==> src/rtl/ddr_consts.svh <==
/*
 * Constants of the burst sequencer: command codes, mode field layout,
 * reset values of the mode settings and latency counts.
 * Assumes inclusion by bare name from the design files.
 */
`ifndef DDR_CONSTS_SVH
`define DDR_CONSTS_SVH

// ************************************************
// Command codes as {ras_n, cas_n, we_n}
// ************************************************
`define CMD_CODE_NOP 3'h7
`define CMD_CODE_ACT 3'h3
`define CMD_CODE_RD 3'h5
`define CMD_CODE_WR 3'h4
`define CMD_CODE_PRE 3'h2
`define CMD_CODE_BST 3'h6
`define CMD_CODE_MRS 3'h0
`define CMD_CODE_REF 3'h1

// ************************************************
// Mode register fields
// ************************************************
`define MODE_BL_LSB 0
`define MODE_BL_MSB 2
`define MODE_BT_BIT 3
`define MODE_CL_LSB 4
`define MODE_CL_MSB 6
`define MODE_SEL_BA 2'h0
`define AP_SEL_BIT 10
`define BL_CODE_2 3'h1
`define BL_CODE_4 3'h2
`define BL_CODE_8 3'h3
`define CL_CODE_2 3'h2
`define CL_CODE_25 3'h6
`define CL_CODE_3 3'h3

// ************************************************
// Latencies in half clock periods, reset values
// ************************************************
`define LAT_HALF_2 4'h4
`define LAT_HALF_25 4'h5
`define LAT_HALF_3 4'h6
`define RST_BL_LOG 2'h1
`define RST_LAT_HALF 4'h4
`define RST_INTERLEAVE 1'h0

`endif

==> src/rtl/ddr_pkg.sv <==
/*
 * Types shared by the burst sequencer and its bench.
 * Assumes nothing of its surroundings.
 */
package ddr_pkg;

	typedef logic [15:0] word_t;

	typedef enum logic [7:0] {
		CMD_NOP = 8'h01,
		CMD_ACT = 8'h02,
		CMD_RD = 8'h04,
		CMD_WR = 8'h08,
		CMD_PRE = 8'h10,
		CMD_BST = 8'h20,
		CMD_MRS = 8'h40,
		CMD_REF = 8'h80
	} cmd_e;

endpackage

==> src/rtl/ddr_burst_seq.sv <==
/*
 * Device-side command and burst sequencer of a four-bank DDR memory.
 * Assumes the link clock and all pins are asynchronous to clock and
 * run well below it; pins are sampled through two flip-flops.
 */
`timescale 1ns/1ps
`include "ddr_consts.svh"

module ddr_burst_seq #(
	parameter int COL_W = 4
) (
	// Clock and reset
	input wire logic clock,
	input wire logic rstn,
	// Link clock and command pins
	input wire logic ck,
	input wire logic cs_n,
	input wire logic ras_n,
	input wire logic cas_n,
	input wire logic we_n,
	input wire logic [11:0] addr,
	input wire logic [1:0] ba,
	// Data pins
	input wire ddr_pkg::word_t dq_in,
	output ddr_pkg::word_t dq_out,
	output logic dq_oe,
	input wire logic dqs_in,
	output logic dqs_out,
	output logic dqs_oe,
	input wire logic upper_byte_write_mask,
	input wire logic lower_byte_write_mask
);
	import ddr_pkg::*;
	localparam int SYNC_W = 38;
	localparam int DEPTH = 4 << COL_W;
	// ************************************************
	// Input synchronisers and edge detection
	// ************************************************
	logic [SYNC_W-1:0] meta_r;
	logic [SYNC_W-1:0] sync_r;
	logic ck_prev_r;
	logic dqs_prev_r;
	always_ff @(posedge clock or negedge rstn) begin
		if (!rstn) begin
			meta_r <= '0;
			sync_r <= '0;
		end else begin
			meta_r <= {ck, dqs_in, cs_n, ras_n, cas_n, we_n, addr, ba, dq_in,
				upper_byte_write_mask, lower_byte_write_mask};
			sync_r <= meta_r;
		end
	end
	logic ck_s;
	logic dqs_s;
	logic cs_n_s;
	logic [2:0] code_s;
	logic [11:0] addr_s;
	logic [1:0] ba_s;
	word_t dq_s;
	logic umask_s;
	logic lmask_s;
	assign {ck_s, dqs_s, cs_n_s, code_s, addr_s, ba_s, dq_s, umask_s, lmask_s} = sync_r;
	always_ff @(posedge clock or negedge rstn) begin
		if (!rstn) begin
			ck_prev_r <= 1'b0;
			dqs_prev_r <= 1'b0;
		end else begin
			ck_prev_r <= ck_s;
			dqs_prev_r <= dqs_s;
		end
	end
	logic tick;
	logic rise;
	logic dqs_edge;
	assign tick = ck_s ^ ck_prev_r;
	assign rise = ck_s & ~ck_prev_r;
	assign dqs_edge = dqs_s ^ dqs_prev_r;
	// ************************************************
	// Command decode
	// ************************************************
	function automatic cmd_e decode(input logic sel_n, input logic [2:0] code);
		cmd_e c;
		c = CMD_NOP;
		if (!sel_n) begin
			unique case (code)
				`CMD_CODE_ACT: c = CMD_ACT;
				`CMD_CODE_RD: c = CMD_RD;
				`CMD_CODE_WR: c = CMD_WR;
				`CMD_CODE_PRE: c = CMD_PRE;
				`CMD_CODE_BST: c = CMD_BST;
				`CMD_CODE_MRS: c = CMD_MRS;
				`CMD_CODE_REF: c = CMD_REF;
				`CMD_CODE_NOP: c = CMD_NOP;
			endcase
		end
		return c;
	endfunction
	// Column of burst word idx, wrapping inside the burst block
	function automatic logic [COL_W-1:0] burst_col(input logic [COL_W-1:0] start,
			input logic [3:0] idx, input logic [1:0] bl_log, input logic ilv);
		logic [COL_W-1:0] mask;
		logic [COL_W-1:0] off;
		mask = COL_W'((4'h1 << bl_log) - 4'h1);
		off = ilv ? (start ^ COL_W'(idx)) : (start + COL_W'(idx));
		return (start & ~mask) | (off & mask);
	endfunction
	cmd_e cmd;
	logic ap_s;
	assign cmd = rise ? decode(cs_n_s, code_s) : CMD_NOP;
	assign ap_s = addr_s[`AP_SEL_BIT];
	// ************************************************
	// Mode settings
	// ************************************************
	logic [1:0] bl_log_r;
	logic [3:0] lat_half_r;
	logic interleave_r;
	logic [3:0] bl_len;
	assign bl_len = 4'h1 << bl_log_r;
	always_ff @(posedge clock or negedge rstn) begin
		if (!rstn) begin
			bl_log_r <= `RST_BL_LOG;
			lat_half_r <= `RST_LAT_HALF;
			interleave_r <= `RST_INTERLEAVE;
		end else if (cmd == CMD_MRS && ba_s == `MODE_SEL_BA) begin
			interleave_r <= addr_s[`MODE_BT_BIT];
			unique case (addr_s[`MODE_BL_MSB:`MODE_BL_LSB])
				`BL_CODE_2: bl_log_r <= 2'h1;
				`BL_CODE_4: bl_log_r <= 2'h2;
				`BL_CODE_8: bl_log_r <= 2'h3;
				default: bl_log_r <= bl_log_r;
			endcase
			unique case (addr_s[`MODE_CL_MSB:`MODE_CL_LSB])
				`CL_CODE_2: lat_half_r <= `LAT_HALF_2;
				`CL_CODE_25: lat_half_r <= `LAT_HALF_25;
				`CL_CODE_3: lat_half_r <= `LAT_HALF_3;
				default: lat_half_r <= lat_half_r;
			endcase
		end
	end
	// ************************************************
	// Pending read or terminate, counted in half periods
	// ************************************************
	logic [3:0] pend_cnt_r;
	logic pend_rd_r;
	logic [COL_W-1:0] pend_col_r;
	logic [1:0] pend_bank_r;
	logic pend_ap_r;
	logic start_evt;
	assign start_evt = tick && pend_cnt_r == 4'h1;
	always_ff @(posedge clock or negedge rstn) begin
		if (!rstn) begin
			pend_cnt_r <= 4'h0;
			pend_rd_r <= 1'b0;
			pend_col_r <= '0;
			pend_bank_r <= 2'h0;
			pend_ap_r <= 1'b0;
		end else if (cmd == CMD_RD) begin
			pend_cnt_r <= lat_half_r;
			pend_rd_r <= 1'b1;
			pend_col_r <= addr_s[COL_W-1:0];
			pend_bank_r <= ba_s;
			pend_ap_r <= ap_s;
		end else if (cmd == CMD_BST) begin
			pend_cnt_r <= lat_half_r;
			pend_rd_r <= 1'b0;
		end else if (tick && pend_cnt_r != 4'h0) begin
			pend_cnt_r <= pend_cnt_r - 4'h1;
		end
	end
	// ************************************************
	// Read burst output
	// ************************************************
	word_t mem_r [DEPTH];
	logic out_act_r;
	logic [3:0] out_idx_r;
	logic [COL_W-1:0] out_col_r;
	logic [1:0] out_bank_r;
	logic out_ap_r;
	logic rd_end;
	assign rd_end = tick && out_act_r && out_idx_r == bl_len && !start_evt;
	// New burst replaces the old one only when its data is due
	always_ff @(posedge clock or negedge rstn) begin
		if (!rstn) begin
			out_act_r <= 1'b0;
			out_idx_r <= 4'h0;
			out_col_r <= '0;
			out_bank_r <= 2'h0;
			out_ap_r <= 1'b0;
		end else if (start_evt && pend_rd_r) begin
			out_act_r <= 1'b1;
			out_idx_r <= 4'h1;
			out_col_r <= pend_col_r;
			out_bank_r <= pend_bank_r;
			out_ap_r <= pend_ap_r;
		end else if (start_evt || rd_end) begin
			out_act_r <= 1'b0;
		end else if (tick && out_act_r) begin
			out_idx_r <= out_idx_r + 4'h1;
		end
	end
	always_ff @(posedge clock or negedge rstn) begin
		if (!rstn) begin
			dq_out <= 16'h0000;
			dq_oe <= 1'b0;
			dqs_out <= 1'b0;
			dqs_oe <= 1'b0;
		end else if (start_evt && pend_rd_r) begin
			dq_out <= mem_r[{pend_bank_r, pend_col_r}];
			dq_oe <= 1'b1;
			dqs_out <= ck_s;
			dqs_oe <= 1'b1;
		end else if (tick && out_act_r && !rd_end && !start_evt) begin
			dq_out <= mem_r[{out_bank_r,
				burst_col(out_col_r, out_idx_r, bl_log_r, interleave_r)}];
			dqs_out <= ck_s;
		end else if (tick) begin
			dq_oe <= 1'b0;
			dqs_out <= 1'b0;
			dqs_oe <= 1'b0;
		end
	end
	// ************************************************
	// Write burst capture on strobe edges
	// ************************************************
	logic wr_act_r;
	logic [3:0] wr_idx_r;
	logic [COL_W-1:0] wr_col_r;
	logic [1:0] wr_bank_r;
	logic wr_ap_r;
	logic wr_take;
	logic wr_done;
	logic [COL_W-1:0] wr_addr;
	assign wr_take = dqs_edge && wr_act_r && cmd == CMD_NOP;
	assign wr_done = wr_take && wr_idx_r == bl_len - 4'h1;
	assign wr_addr = burst_col(wr_col_r, wr_idx_r, bl_log_r, interleave_r);
	always_ff @(posedge clock or negedge rstn) begin
		if (!rstn) begin
			wr_act_r <= 1'b0;
			wr_idx_r <= 4'h0;
			wr_col_r <= '0;
			wr_bank_r <= 2'h0;
			wr_ap_r <= 1'b0;
		end else if (cmd == CMD_WR) begin
			wr_act_r <= 1'b1;
			wr_idx_r <= 4'h0;
			wr_col_r <= addr_s[COL_W-1:0];
			wr_bank_r <= ba_s;
			wr_ap_r <= ap_s;
		end else if (cmd == CMD_RD || cmd == CMD_PRE) begin
			wr_act_r <= 1'b0;
		end else if (wr_take) begin
			wr_act_r <= !wr_done;
			wr_idx_r <= wr_idx_r + 4'h1;
		end
	end
	// Masked bytes keep their old value
	always_ff @(posedge clock) begin
		if (wr_take) begin
			if (!lmask_s) begin
				mem_r[{wr_bank_r, wr_addr}][7:0] <= dq_s[7:0];
			end
			if (!umask_s) begin
				mem_r[{wr_bank_r, wr_addr}][15:8] <= dq_s[15:8];
			end
		end
	end
	// ************************************************
	// Open banks
	// ************************************************
	logic [3:0] bank_open_r;
	always_ff @(posedge clock or negedge rstn) begin
		if (!rstn) begin
			bank_open_r <= 4'h0;
		end else if (cmd == CMD_ACT) begin
			bank_open_r[ba_s] <= 1'b1;
		end else if (cmd == CMD_PRE && ap_s) begin
			bank_open_r <= 4'h0;
		end else if (cmd == CMD_PRE) begin
			bank_open_r[ba_s] <= 1'b0;
		end else if (wr_done && wr_ap_r) begin
			bank_open_r[wr_bank_r] <= 1'b0;
		end else if (rd_end && out_ap_r) begin
			bank_open_r[out_bank_r] <= 1'b0;
		end
	end
endmodule

==> config.mk <==
export PLATFORM = sky130hd
export DESIGN_NAME = ddr_burst_seq
export DESIGN_NICKNAME = d
export VERILOG_FILES = /design/src/rtl/ddr_pkg.sv /design/src/rtl/ddr_burst_seq.sv
export VERILOG_INCLUDE_DIRS = /design/src /design/src/rtl
export SDC_FILE = /design/constraint.sdc
export NUM_CORES = 2
export LEC_CHECK = 0
export ABC_AREA = 0
export BUFFER_PORTS_ARGS = -buffer_cell sky130_fd_sc_hd__buf_2
export CAP_MARGIN = 25
export CORE_ASPECT_RATIO = 0.7
export CORE_MARGIN = 2
export CORE_UTILIZATION = 30
export DETAILED_ROUTE_END_ITERATION = 10
export MAX_ROUTING_LAYER = met4
export PLACE_DENSITY = 0.49
export SKIP_LAST_GASP = 1
export SLEW_MARGIN = 10
export SYNTH_ARGS = -nofsm -noshare
export SYNTH_HDL_FRONTEND = slang
export SYNTH_SLANG_ARGS = --single-unit
==> constraint.sdc <==
create_clock -name clock -period 5.58 [get_ports clock]
set_clock_uncertainty 0.2 [all_clocks]
set_input_delay 1.116 -clock clock [delete_from_list [all_inputs] [get_ports clock]]
set_output_delay 1.116 -clock clock [all_outputs]
set_load 0.01 [all_outputs]
==> impl_results.md <==
- Post-synthesis cell type count: 79
- Commonest non-fill, non-tap cell in the layout: edfxtp_1
- Total core area: 177000 sq um
- Gpl congestion: 0.921
- Sequential-to-total area share from yosys stat: 63.1%
- Synthesized flop and latch total: 1148
- Routed Antenna Nets: 0
- Die Width: 509 um
- Post-Route WL: 193000 um
- Cell area after placement: 57400 sq um
- Slew HR: 22.2%
- Vias in the first global route: 32365
- Post-Synthesis Cells: 3427
- Status: finished, final reports clean
- Setup_tns: 0 ns
- CP Capture Point: dq_out[5]
- Period utilisation layout: 82.7%
- R2R cell count: 11
- Worst-skew pair later-pin latency: 0.77 ns
- CP Launch Type: flip-flop
- Post-route DRC violation count: 0
- Total iterations of the first detailed-routing run: 5
- Synth warn: 0
- Ys flop type: edfxtp_1
- Nets@finish: 3616
- Hold_buf cts: 0
- Commonest non-fill, non-tap cells in the layout: edfxtp_1 (1024), nand2_1 (363), mux4_2 (344), mux2i_1 (325), nor2_1 (197)
- Syn Area/Cell: 15.6 sq um
- Worst-margin pin slew: 1.16 ns
- Peak VDD IR: 264 uV
- Post-route cell area: 61400 sq um
- Gr usage total: 21.6%
- Hold crit path type: flip-flop to flip-flop
- Final setup vio count: 0
- # rows: 129
- First-pass GRT wire length: 267000 um
- Post-CTS Setup Bufs: 0
- Die Y: 358 um
- CP Capture Type: flip-flop
- Crit Path Max Fanout: 41
- RSZ-0062 raised after global routing: no
- # H-tree levels: 3
- Antenna violations before repair: 7
- Int Power: 0.0169 W
- Initial Util: 30.3%
- Arrival time at the worst endpoint: 5.04 ns
- WS Path Type: flip-flop to flip-flop
- Switching share of total power: 34.0%
- Largest net degree at the start of global routing: 92
- Die footprint: 182000 sq um
- Req. time, crit path: 6.00 ns
- Pwr Density: 419 nW/um^2
- Fmax: 0.217 GHz
- R2r endpoint: dq_out[5]
- Worst path max stage delay: 0.80 ns
- P_leak: 20.4 nW
- I/O pin total: 59
- DRT iter0 DRCs: 5172
- DP HPWL: 130000 um
- Max cap viols: 0
- Worst r2r src: out_idx_r[0]
- Clock slew at reported path FFs: 0.06 ns
- Syn Nets: 3480
- Combinational share of power: 29.3%
- Buffers added on ports: 53
- Sw Pwr: 0.00875 W
- Max Buffers Root-to-Sink: 3
- Fin. Hold Viols: 0
- Max Transition Viols Final: 0
- Clock Root Buffer: clkbuf_16
- Netlist Area Pre-Place: 53600 sq um
- Post-synth ARST share: 10.8%
- Drt wl/cell: 32.1 um
- Clock sinks: 1148
- Core Util, Final: 34.7%
- Post-synth EDFFs: 1024
- Vias/cell: 5.67
- Crit path time final: 4.62 ns
- Crit. Startpoint: out_idx_r[0]
- CTS tree: built
- Critical path, cell by cell: ha_1, fa_1, mux2_4, a21o_4, buf_4, mux2i_1, mux2i_1, o211ai_1, a2111oi_0, buf_4, a311o_1
- CTS resizes: 0
- Flop2flop setup slack: 0.96 ns
- Share of cells above drive strength 1: 23.5%
- Grt ovf: 0
- Crit-path slowest cell: a21o_4
- CTS Buf Count: 114
- Seq pwr share: 38.6%
- Area grow syn2layout: 14.5%
- Clock Power Share: 32.1%
- Via count: 34182
==> worst max-delay path: cells and delay by family (launching register included) <==
| family | cells | cell delay [ns] |
|---|---|---|
| flip-flops | 1 | 0.49 |
| multiplexers | 3 | 0.55 |
| adder cells (fa/ha/maj) | 2 | 0.74 |
| AO/OA/AOI/OAI | 4 | 1.87 |
| buffers and inverters | 2 | 0.60 |
==> state kept, by name (all words and copies together) (netlist names), 2 cells and up <==
register,count
wr_bank_r,2
bl_log_r,2
dq_out,16
out_col_r,4
mem_r,1024
wr_col_r,4
lat_half_r,2
out_idx_r,4
pend_cnt_r,4
wr_idx_r,4
sync_r,33
meta_r,33
out_bank_r,2
pend_col_r,4
pend_bank_r,2
==> how the worst min path moves through the flow <==
stage                            end  cells past startpoint       start
final                     sync_r[32]                      0  meta_r[32]
after global routing      sync_r[12]                      0  meta_r[12]
after CTS                 sync_r[32]                      0  meta_r[32]
after detailed placement   sync_r[2]                      0   meta_r[2]
after global placement     sync_r[2]                      0   meta_r[2]
after floorplan            sync_r[0]                      0   meta_r[0]
==> final cells by class <==
| cell class | count | area (sq um) |
|---|---|---|
| fillers | 16798 | 116000 |
| flip-flops and latches | 1148 | 33900 |
| multi-input cells | 1999 | 18400 |
| clock buffers | 140 | 3090 |
| well taps | 2358 | 2950 |
| repair buffers | 258 | 2080 |
| clock inverters | 77 | 823 |
| inverters | 42 | 158 |
| diodes | 7 | 17.5 |
==> power groups by stage <==
stage	registers [W]	logic, W	clock network [W]
after global routing	0.00992	0.00783	0.00866
after floorplan	0.00988	0.00462	0
after global placement	0.0101	0.00740	0
after CTS	0.00990	0.00743	0.00836
final	0.00991	0.00754	0.00824
after detailed placement	0.0101	0.00740	0
==> routing by layer <==
metal  track usage [%]  up-vias  share of wire [%]
met4              4.07        0                1.9
met3              6.70      230                 12
li1                  -    13931                  -
met2              28.3     1867                 40
met5                 -        -                  0
met1              32.4    18154                 46
==> cells by family (layout without fill, tap and decap cells) <==
logic type | count (synthesis) | in the layout | synth area share (%)
and+or+nand+nor | 871 | 871 | 7.23
buffers and inverters | 280 | 517 | 2.79
adders and majority gates | 13 | 13 | 0.331
xor gates and xnor gates | 14 | 14 | 0.243
other | 0 | 7 | 0
AOI/OAI and AO/OA | 405 | 405 | 5.20
DFF | 1148 | 1148 | 63.1
muxes | 696 | 696 | 21.1
==> synthesized netlist by cell type, types with 21 or more instances <==
cell type	n	area share, %
nand4_1	21	0.24
mux2i_1	325	6.1
clkbuf_1	83	0.58
mux4_2	344	14
buf_4	33	0.46
o22ai_1	56	0.65
mux2_2	26	0.55
inv_1	41	0.29
edfxtp_1	1024	57
nor3_1	28	0.26
buf_6	29	0.61
buf_2	82	0.77
a211oi_1	76	1.1
nand3_1	166	1.5
a21oi_1	58	0.54
dfrtp_1	123	5.7
o21ai_0	69	0.64
nor2_1	197	1.4
nand2_1	368	2.6
==> per-stage QoR <==
stage | setup WS, ns | hold slack (ns) | total power, W | cells
finish | 0.964 | 0.142 | 0.0257 | 6029
global route | 0.790 | 0.154 | 0.0264 | 6024
CTS | 1.02 | 0.148 | 0.0257 | 6012
detailed placement | 1.07 | 0.135 | 0.0175 | 5795
global placement | 1.11 | 0.133 | 0.0175 | 5790
floorplan | 2.36 | 0.131 | 0.0145 | 3427
Note: power is estimated with default switching activity, not from simulation.
